`src/rac_pkg.sv`:
```
package rac_pkg;

   localparam int unsigned NUM_SLOTS      = 10;
   localparam int unsigned CLK_MHZ        = 40;

   // power-up arbitration window, peer removal filter, relay feedback wait
   localparam int unsigned SETTLE_US      = 100;
   localparam int unsigned SETTLE_CYC     = SETTLE_US * CLK_MHZ;
   localparam int unsigned PEER_GONE_US   = 50;
   localparam int unsigned PEER_GONE_CYC  = PEER_GONE_US * CLK_MHZ;
   localparam int unsigned RELAY_CHK_US   = 20;
   localparam int unsigned RELAY_CHK_CYC  = RELAY_CHK_US * CLK_MHZ;

   localparam int unsigned TMR_W          = 12;
   localparam int unsigned CHK_W          = 10;

   localparam logic [TMR_W-1:0] SETTLE_LAST = TMR_W'(SETTLE_CYC - 1);
   localparam logic [TMR_W-1:0] GONE_LAST   = TMR_W'(PEER_GONE_CYC);
   localparam logic [CHK_W-1:0] CHK_LAST    = CHK_W'(RELAY_CHK_CYC);

   typedef enum logic [2:0] {
      RAC_ST_SETTLE,
      RAC_ST_ACTIVE,
      RAC_ST_STANDBY,
      RAC_ST_DISCOVER,
      RAC_ST_BACKUP
   } rac_role_e;

   typedef struct packed {
      rac_role_e        role;
      logic [TMR_W-1:0] tmr;
      logic [TMR_W-1:0] gone_cnt;
      logic             peer_seen_active;
      logic             ctrl_active;
      logic             disc_start;
      logic             pwr_led;
      logic             maj_led;
      logic             min_led;
      logic             maj_relay;
      logic             min_relay;
      logic [CHK_W-1:0] maj_chk;
      logic [CHK_W-1:0] min_chk;
      logic             maj_fault;
      logic             min_fault;
      logic             relay_fault;
   } rac_core_s;

   typedef struct packed {
      logic major;
      logic minor;
   } rac_merge_s;

   // role 0 is the settle state; relays start de-energised, i.e. both alarms asserted
   localparam rac_core_s  RAC_CORE_RST  = '0;
   localparam rac_merge_s RAC_MERGE_RST = '0;

endpackage

```
`src/rac_alarm_if.sv`:
```
`timescale 1ns/10ps
interface rac_alarm_if;
   logic [rac_pkg::NUM_SLOTS-1:0] maj_rpt;
   logic [rac_pkg::NUM_SLOTS-1:0] min_rpt;
   logic [rac_pkg::NUM_SLOTS-1:0] en;
   logic                          major;
   logic                          minor;

   modport merge (input maj_rpt, input min_rpt, input en, output major, output minor);
   modport core  (output maj_rpt, output min_rpt, output en, input major, input minor);
endinterface

```
`src/rac_alarm_merge.sv`:
```
`timescale 1ns/10ps
module rac_alarm_merge (
   input  wire logic       sys_clk_i,  // system clock
   input  wire logic       rst_b_i,    // sync reset, active low
   rac_alarm_if.merge      alm         // slot reports in, frame levels out
);
   rac_pkg::rac_merge_s q;
   rac_pkg::rac_merge_s d;

   always_comb begin
      d.major = |(alm.maj_rpt & alm.en);
      d.minor = |(alm.min_rpt & alm.en);
   end

   always_ff @(posedge sys_clk_i) begin
      if (!rst_b_i) begin
         q <= rac_pkg::RAC_MERGE_RST;
      end else begin
         q <= d;
      end
   end

   assign alm.major = q.major;
   assign alm.minor = q.minor;
endmodule

```
`src/rac_ctrl.sv`:
```
`timescale 1ns/10ps
// Contract
// - Both full modules powered together: upper slot takes the active role.
// - Frame already on: first inserted module takes the active role; a full-function one keeps it, an alarm-only one yields to a full peer.
// - Active full module lights its active indicator; standby keeps it dark.
// - Standby never takes over just because the active module failed.
// - Active removed: full standby starts discovery once the removal has lasted 50 us.
// - Discovery done: standby goes active, takes control, enables network.
// - Full-function module always wins the active role over alarm-only.
// - Alarm-only backup keeps alarm outputs, offers no communication or control.
// - Red major indicator lit while any enabled urgent condition exists.
// - Yellow minor indicator lit while any enabled non-urgent condition exists.
// - Green power indicator lit while frame supply operates.
// - Active indicator lit only while full module controls the frame.
// - Each slot's alarms individually enabled; disabled ones drive nothing.
// - Relay energised while its alarm is absent and frame powered.
// - Alarm asserted: relay de-energised.
// - Relay or drive failure leaves relay de-energised, read as alarm.
// - Frame power loss de-energises both relays.
module rac_ctrl (
   input  wire logic                          sys_clk_i,          // 40 MHz system clock
   input  wire logic                          rst_b_i,            // sync reset, active low
   input  wire logic                          full_func_i,        // this module is full-function
   input  wire logic                          upper_slot_i,       // this module sits in upper slot
   input  wire logic                          peer_present_i,     // peer module seated
   input  wire logic                          peer_full_func_i,   // peer is full-function
   input  wire logic                          peer_active_i,      // peer holds frame control
   input  wire logic                          discovery_done_i,   // discovery finished, pulse/level
   input  wire logic                          frame_pwr_ok_i,     // frame supply operating
   input  wire logic [rac_pkg::NUM_SLOTS-1:0] maj_rpt_i,          // per-slot major reports
   input  wire logic [rac_pkg::NUM_SLOTS-1:0] min_rpt_i,          // per-slot minor reports
   input  wire logic [rac_pkg::NUM_SLOTS-1:0] alarm_en_i,         // per-slot alarm enables
   input  wire logic                          maj_relay_sense_i,  // major relay coil feedback
   input  wire logic                          min_relay_sense_i,  // minor relay coil feedback
   output logic                               active_led_o,       // active indicator
   output logic                               peer_active_o,      // control held, to peer
   output logic                               comm_en_o,          // network/control enable
   output logic                               discovery_start_o,  // one-cycle discovery kick
   output logic                               pwr_led_o,          // green power indicator
   output logic                               maj_led_o,          // red major indicator
   output logic                               min_led_o,          // yellow minor indicator
   output logic                               maj_relay_o,        // major relay drive, 1=energised
   output logic                               min_relay_o,        // minor relay drive, 1=energised
   output logic                               relay_fault_o       // relay feedback failure seen
);

   rac_pkg::rac_core_s q;
   rac_pkg::rac_core_s d;
   rac_alarm_if        alm ();

   assign alm.maj_rpt = maj_rpt_i;
   assign alm.min_rpt = min_rpt_i;
   assign alm.en      = alarm_en_i;

   rac_alarm_merge i_rac_alarm_merge (
      .sys_clk_i (sys_clk_i),
      .rst_b_i   (rst_b_i),
      .alm       (alm)
   );

   // feedback counter: runs while coil driven but not sensed; saturates at the limit
   function automatic logic [rac_pkg::CHK_W-1:0] chk_next(
      input logic                     drive,
      input logic                     sense,
      input logic [rac_pkg::CHK_W-1:0] cnt
   );
      if (!drive || sense) begin
         chk_next = '0;
      end else if (cnt == rac_pkg::CHK_LAST) begin
         chk_next = cnt;
      end else begin
         chk_next = cnt + 1'b1;
      end
   endfunction

   // who gets the role when both sides come up together
   function automatic logic wins_arbitration(
      input logic self_full,
      input logic peer_full,
      input logic upper
   );
      if (self_full != peer_full) begin
         wins_arbitration = self_full;
      end else begin
         wins_arbitration = upper;
      end
   endfunction

   logic peer_gone;
   logic drive_ok;

   always_comb begin
      d            = q;
      d.disc_start = 1'b0;
      peer_gone    = (q.gone_cnt == rac_pkg::GONE_LAST);

      // filter connector bounce so a reseat does not look like a removal
      if (peer_present_i) begin
         d.gone_cnt = '0;
      end else if (!peer_gone) begin
         d.gone_cnt = q.gone_cnt + 1'b1;
      end

      unique case (q.role)
         rac_pkg::RAC_ST_SETTLE: begin
            d.tmr = q.tmr + 1'b1;
            if (peer_active_i) begin
               d.peer_seen_active = 1'b1;
            end
            if (q.tmr == rac_pkg::SETTLE_LAST) begin
               d.tmr = '0;
               if (q.peer_seen_active || peer_active_i) begin
                  d.role = rac_pkg::RAC_ST_STANDBY;
               end else if (!peer_present_i) begin
                  d.role = rac_pkg::RAC_ST_ACTIVE;
               end else if (wins_arbitration(full_func_i, peer_full_func_i, upper_slot_i)) begin
                  d.role = rac_pkg::RAC_ST_ACTIVE;
               end else begin
                  d.role = rac_pkg::RAC_ST_STANDBY;
               end
            end
         end
         rac_pkg::RAC_ST_ACTIVE: begin
            // a full module keeps the role whatever a later module does
            if (!full_func_i && peer_full_func_i && peer_active_i) begin
               d.role = rac_pkg::RAC_ST_STANDBY;
            end
         end
         rac_pkg::RAC_ST_STANDBY: begin
            // peer health is deliberately not watched: only removal hands over
            if (peer_gone) begin
               if (full_func_i) begin
                  d.role       = rac_pkg::RAC_ST_DISCOVER;
                  d.disc_start = 1'b1;
               end else begin
                  d.role = rac_pkg::RAC_ST_BACKUP;
               end
            end
         end
         rac_pkg::RAC_ST_DISCOVER: begin
            if (discovery_done_i) begin
               d.role = rac_pkg::RAC_ST_ACTIVE;
            end
         end
         rac_pkg::RAC_ST_BACKUP: begin
            if (peer_full_func_i && peer_active_i) begin
               d.role = rac_pkg::RAC_ST_STANDBY;
            end
         end
         default: begin
            d.role = rac_pkg::RAC_ST_SETTLE;
         end
      endcase

      // control, network and active lamp only for a full module holding the frame
      d.ctrl_active = full_func_i && (d.role == rac_pkg::RAC_ST_ACTIVE);

      // alarm path runs in every role so an alarm-only backup still reports
      d.pwr_led = frame_pwr_ok_i;
      d.maj_led = alm.major || q.maj_fault;
      d.min_led = alm.minor || q.min_fault;

      d.maj_chk = chk_next(q.maj_relay, maj_relay_sense_i, q.maj_chk);
      d.min_chk = chk_next(q.min_relay, min_relay_sense_i, q.min_chk);
      // faults are sticky: a flaky coil must not chatter the contacts
      if (q.maj_chk == rac_pkg::CHK_LAST) begin
         d.maj_fault = 1'b1;
      end
      if (q.min_chk == rac_pkg::CHK_LAST) begin
         d.min_fault = 1'b1;
      end
      // registered so the summary output comes straight from a flop
      d.relay_fault = d.maj_fault || d.min_fault;

      drive_ok    = frame_pwr_ok_i;
      d.maj_relay = drive_ok && !alm.major && !d.maj_fault;
      d.min_relay = drive_ok && !alm.minor && !d.min_fault;
   end

   always_ff @(posedge sys_clk_i) begin
      if (!rst_b_i) begin
         q <= rac_pkg::RAC_CORE_RST;
      end else begin
         q <= d;
      end
   end

   assign active_led_o      = q.ctrl_active;
   assign peer_active_o     = q.ctrl_active;
   assign comm_en_o         = q.ctrl_active;
   assign discovery_start_o = q.disc_start;
   assign pwr_led_o         = q.pwr_led;
   assign maj_led_o         = q.maj_led;
   assign min_led_o         = q.min_led;
   assign maj_relay_o       = q.maj_relay;
   assign min_relay_o       = q.min_relay;
   assign relay_fault_o     = q.relay_fault;

endmodule

```
`config.mk`:
```
export PLATFORM = sky130hd
export DESIGN_NAME = rac_ctrl
export DESIGN_NICKNAME = d
export VERILOG_FILES = /design/src/rac_pkg.sv /design/src/rac_alarm_if.sv /design/src/rac_alarm_merge.sv /design/src/rac_ctrl.sv
export SDC_FILE = /design/constraint.sdc
export NUM_CORES = 1
export LEC_CHECK = 0
export ABC_CLOCK_PERIOD_IN_PS = 3100
export BUFFER_PORTS_ARGS = -buffer_cell sky130_fd_sc_hd__buf_2
export CAP_MARGIN = 5
export CELL_PAD_IN_SITES_DETAIL_PLACEMENT = 1
export CELL_PAD_IN_SITES_GLOBAL_PLACEMENT = 2
export CORE_ASPECT_RATIO = 2
export CORE_UTILIZATION = 36
export CTS_CLUSTER_SIZE = 28
export DETAILED_ROUTE_END_ITERATION = 6
export GPL_TIMING_DRIVEN = 0
export PLACE_DENSITY_LB_ADDON = 0.1
export SLEW_MARGIN = 10
export SYNTH_ARGS = -nofsm -noshare
export SYNTH_HDL_FRONTEND = slang
export SYNTH_SLANG_ARGS = --single-unit
```
`constraint.sdc`:
```
create_clock -name sys_clk_i -period 3.1 [get_ports sys_clk_i]
set_input_delay 0.775 -clock sys_clk_i [delete_from_list [all_inputs] [get_ports sys_clk_i]]
set_output_delay 0.775 -clock sys_clk_i [all_outputs]
set_load 0.02 [all_outputs]
```
== After elaboration in Yosys (flattened, before gate mapping) ==
Cells that the tools add are included.

* Muxes and demuxes: 18
* Bitwise gates (word level): 3
* $add $sub $neg: 4
* Eq/ne operators: 10
* Reductions and logical operators: 29

{| class="wikitable"
|+ Operator list
! operator !! number
|-
| 12-bit by 1-bit adder with 12-bit output, second input constant || 2
|-
| 3-bit two-way mux || 7
|-
| 10-bit by 1-bit adder with 10-bit output, second input constant || 2
|-
| 10-bit AND || 2
|-
| 10-bit == test, second input constant || 2
|-
| 10-bit OR reduction || 2
|-
| 15-bit two-way mux || 1
|-
| 3-bit one-hot mux with 5 select lines || 1
|-
| 12-bit by 11-bit == test with 1-bit output, second input constant || 1
|-
| 12-bit == test, second input constant || 1
|-
| 1-bit logical AND || 8
|-
| 1-bit two-way mux || 8
|-
| 1-bit zero test || 7
|-
| 3-bit by 1-bit == test with 1-bit output, second input constant || 2
|-
| 3-bit by 2-bit == test with 1-bit output, second input constant || 2
|-
| 1-bit logical OR || 6
|-
| 2-bit OR reduction || 3
|-
| 3-bit == test, second input constant || 1
|-
| 3-bit zero test || 1
|-
| 3-bit AND reduction || 1
|-
| 2-bit two-way mux || 1
|-
| 2-bit AND reduction || 1
|-
| 1-bit != test || 1
|-
| 1-bit NOT || 1
|}

* Output and inout bits: 10
* Input port bits: 41
* Logic and storage cells: 82
* Flip-flop bits (word level): 60

== Longest topological paths before layout ==
* Word-level depth: 13
* Gate-level depth with buffers: 7

== Hierarchy ==
A second synthesis with hierarchy kept.

* Cells, all modules: 306
* Area total of the unflattened synthesis: 2723.9 um^2

{| class="wikitable"
|+ By module, submodules not included
! module !! seq. area each (um^2) !! cells each !! area an instance (um^2) !! times used
|-
| rac_ctrl || 1161.1 || 291 || 2556.2 || 1
|-
| rac_alarm_merge || 40.0 || 15 || 167.7 || 1
|}

== Worst setup path after synthesis ==
No wires, ideal clock.

* Path type: register -> register
* Start: register q[57] (netlist name)
* End: register q[43] (netlist name)
* Clock period less this slack: 1.954 ns
* Cell stages (with the launch flop): 7
* Data arrival time: 1.831 ns
* Data required time: 2.977 ns
* Buffers on the path: 2
* Setup slack: 1.146 ns
* Setup time: 0.123 ns
* Cell sequence: dfxtp_1 -> buf_6 -> or4b_1 -> clkbuf_2 -> or4_4 -> nand2_1 -> nor2_1

* Word-level cells in the longest chain between the ends: 1

{| class="wikitable"
|+ RTL lines
! element !! line !! text
|-
| from (decl) || rac_ctrl.sv:47 || <nowiki>rac_pkg::rac_core_s q;</nowiki>
|-
| from (signal assigned) || rac_ctrl.sv:182 || <nowiki>q <= rac_pkg::RAC_CORE_RST;</nowiki>
|-
| 3-bit zero test || rac_ctrl.sv:104 || <nowiki>unique case (q.role)</nowiki>
|}

No other way between the ends.
A chain may end at the register's enable or synchronous reset.

== Worst setup path in the final report ==
* Start: register q[56] (netlist name)
* End: register q[44] (netlist name)

Same word-level chain as after synthesis.

==> flow_metrics.env <==
export IMPL_post_cts_resized=0
export IMPL_worst_path_max_fanout=9
export IMPL_async_reset_ff_share_pct=0
export IMPL_clock_latency_ns=0.33
export IMPL_synth_cell_types=47
export IMPL_yosysTopAreaCell="dfxtp_1"
export IMPL_routabilityCongestion=0.766
export IMPL_root_buffer="clkbuf_16"
export IMPL_cp_data_required_time_ns=3.31
export IMPL_synth_edff_count=0
export IMPL_cts_htree_levels=3
export IMPL_via_count=2420
export IMPL_power_per_cell_area_nw_per_um2=577
export IMPL_slew_viol_final=0
export IMPL_syn_area_um2=2760
export IMPL_grtUsageTotal_pct=19.3
export IMPL_num_nets_final=419
export IMPL_r2r_slack_ns=0.86
export IMPL_clk_pin_slew_ns=0.05
export IMPL_clock_sinks=60
export IMPL_p_total_mw=2.00
export IMPL_routed_via_density=5.18
export IMPL_coreArea_um2=7320
export IMPL_cts_tree="built"
export IMPL_skew_ns=0.00558
export IMPL_cts_buffers=9
export IMPL_avgSynthCellArea_um2=8.94
export IMPL_drc=0
export IMPL_die_h_um=126
export IMPL_crit_arrival_ns=2.44
export IMPL_ys_top_cells_by_count="dfxtp_1, nor2_1, xor2_1"
export IMPL_cts_path_max_buffers=2
export IMPL_wl_per_cell_um=14.8
export IMPL_p_leak_nw=1.37
export IMPL_diodes=0
export IMPL_finalCriticalPeriod_ns=2.24
export IMPL_firstDrtPassIters=4
export IMPL_finalHoldViolCount=0
export IMPL_crit_type="reg2reg"
export IMPL_die_w_um=63.9
export IMPL_status="complete, no violations"
export IMPL_io_pins=51
export IMPL_gr_total_overflow=0
export IMPL_finalSetupViolations=0
export IMPL_r2r_start="q[56]$_SDFF_PN0_"
export IMPL_post_cts_buffers=0
export IMPL_whs_path_depth=2
export IMPL_rr_worst_depth=6
export IMPL_num_fill_cells=899
export IMPL_drive_gt1_share_pct=19.5
export IMPL_synth_area_top_cells="dfxtp_1, xor2_1, nor2_1, xnor2_1, ha_1"
export IMPL_grt_pass1_vias=2589
export IMPL_setup_tns_ns=0
export IMPL_hold_path_end="maj_led_o$_SDFF_PN0_"
export IMPL_drt_iter0_drc=63
export IMPL_clock_fmax_ghz=0.447
export IMPL_synthMostInstantiatedCell="dfxtp_1"
export IMPL_synth_main_ff_cell="dfxtp_1"
export IMPL_maxCapViolCount=0
export IMPL_syn_inst=309
export IMPL_yosys_area_top_type_share_pct=43.5
export IMPL_wirelength_um=6890
export IMPL_grt_setup_unrepaired="false"
export IMPL_relSlewSlack_pct=51.0
export IMPL_grt_max_degree=11
export IMPL_area_growth_pct=25.4
export IMPL_io_buffers=50
export IMPL_start_kind="register"
export IMPL_hp_class="reg2reg"
export IMPL_die_area_um2=8050
export IMPL_fin_crit_sh_pct=72.1
export IMPL_peakVddDrop_v=0.000372
export IMPL_rows=44
export IMPL_ys_seq_area_share_pct=43.5
export IMPL_worst_pin_slew_ns=0.729
export IMPL_min_from="i_rac_alarm_merge.alm.major$_SDFF_PN0_"
export IMPL_utilization_pct=47.3
export IMPL_initial_core_util_pct=37.7
export IMPL_antenna_found_initial=0
export IMPL_r2r_end="q[44]$_SDFFE_PN0N_"
export IMPL_hold_buffers=0
export IMPL_grt_pass1_wl_um=11700
export IMPL_yosys_register_bits=60
export IMPL_yosysWarnings=0
export IMPL_hold_worst_slack_ns=0.457
export IMPL_end_kind="register"
export IMPL_syn_nets=358
export IMPL_dpl_hpwl_um=5100
export IMPL_ant_nets=0
metal layers:
layer,part of all wire (%),global-route usage [%],routed length (um)
met1,36,17.0,2500
met2,57,37.9,3910
met3,4.6,5.16,317
met4,2.3,10.0,160
met5,0,0,0
final cells by class:
| cell class | instances | area, um^2 | share of cell area, % |
|---|---|---|---|
| multi-input cells | 226 | 1460 | 42.1 |
| clock inverters | 4 | 70.1 | 2.02 |
| flip-flops and latches | 60 | 1200 | 34.7 |
| plain buffers | 11 | 57.6 | 1.66 |
| repair buffers | 50 | 250 | 7.23 |
| well taps | 92 | 115 | 3.32 |
| clock buffers | 12 | 267 | 7.70 |
| inverters | 12 | 45.0 | 1.30 |
cells by family (layout without fill, tap and decap cells):
kind of cell | after synthesis | in the layout | synth area share [%]
xor+xnor | 37 | 37 | 11.7
fa+ha+maj | 8 | 8 | 3.62
flops | 60 | 60 | 43.5
mux | 2 | 2 | 0.725
buf+inv | 23 | 89 | 3.72
simple gates | 147 | 147 | 28.3
compound gates | 32 | 32 | 8.38
state kept, by name, indices dropped and copies added, names as in the netlist:
name	flops
active_led_o	1
maj_relay_o	1
maj_led_o	1
i_rac_alarm_merge.alm.minor	1
q	50
min_relay_o	1
discovery_start_o	1
i_rac_alarm_merge.alm.major	1
min_led_o	1
relay_fault_o	1
pwr_led_o	1
metrics by stage:
step,instances,area [um^2],setup slack [ns]
6_report,467,3460,0.864
5_1_grt,467,3460,0.698
4_1_cts,467,3460,0.825
3_5_place_dp,451,3130,0.856
3_3_place_gp,451,3130,0.873
2_1_floorplan,309,2760,1.15
report_power, final:
group,total (mW),switching (mW),leakage (nW),internal [mW]
Combinational,0.0935,0.0496,0.712,0.0439
Sequential,0.791,0.00766,0.486,0.784
Clock,1.11,0.349,0.169,0.766
cells in the final DEF (no fill, tap or decap), types with 12 or more instances in the layout:
master / Yosys / final
xor2_1: 24 / 24
nand3_1: 17 / 17
dfxtp_1: 60 / 60
nand2_1: 21 / 21
inv_1: 12 / 12
nand4_1: 12 / 12
xnor2_1: 13 / 13
buf_2: 0 / 50
nor2_1: 45 / 45
critical path, stage by stage (launching register included):
cell and delay (ns):
dfxtp_1 0.30, clkbuf_1 0.19, or4b_1 0.50, clkbuf_2 0.18
or4_4 0.55, nand2_1 0.30, nor2_1 0.09
worst max-delay path by stage:
stage | cells past startpoint | end | from
after CTS | 6 | q[54]$_SDFFE_PN0N_ | q[56]$_SDFF_PN0_
after detailed placement | 6 | q[54]$_SDFFE_PN0N_ | q[56]$_SDFF_PN0_
after floorplan | 6 | q[43]$_SDFFE_PN0N_ | q[57]$_SDFF_PN0_
after global placement | 6 | q[43]$_SDFFE_PN0N_ | q[56]$_SDFF_PN0_
final | 6 | q[44]$_SDFFE_PN0N_ | q[56]$_SDFF_PN0_
after global routing | 6 | q[54]$_SDFFE_PN0N_ | q[56]$_SDFF_PN0_
No activity file was read; power rests on OpenSTA's default activity.
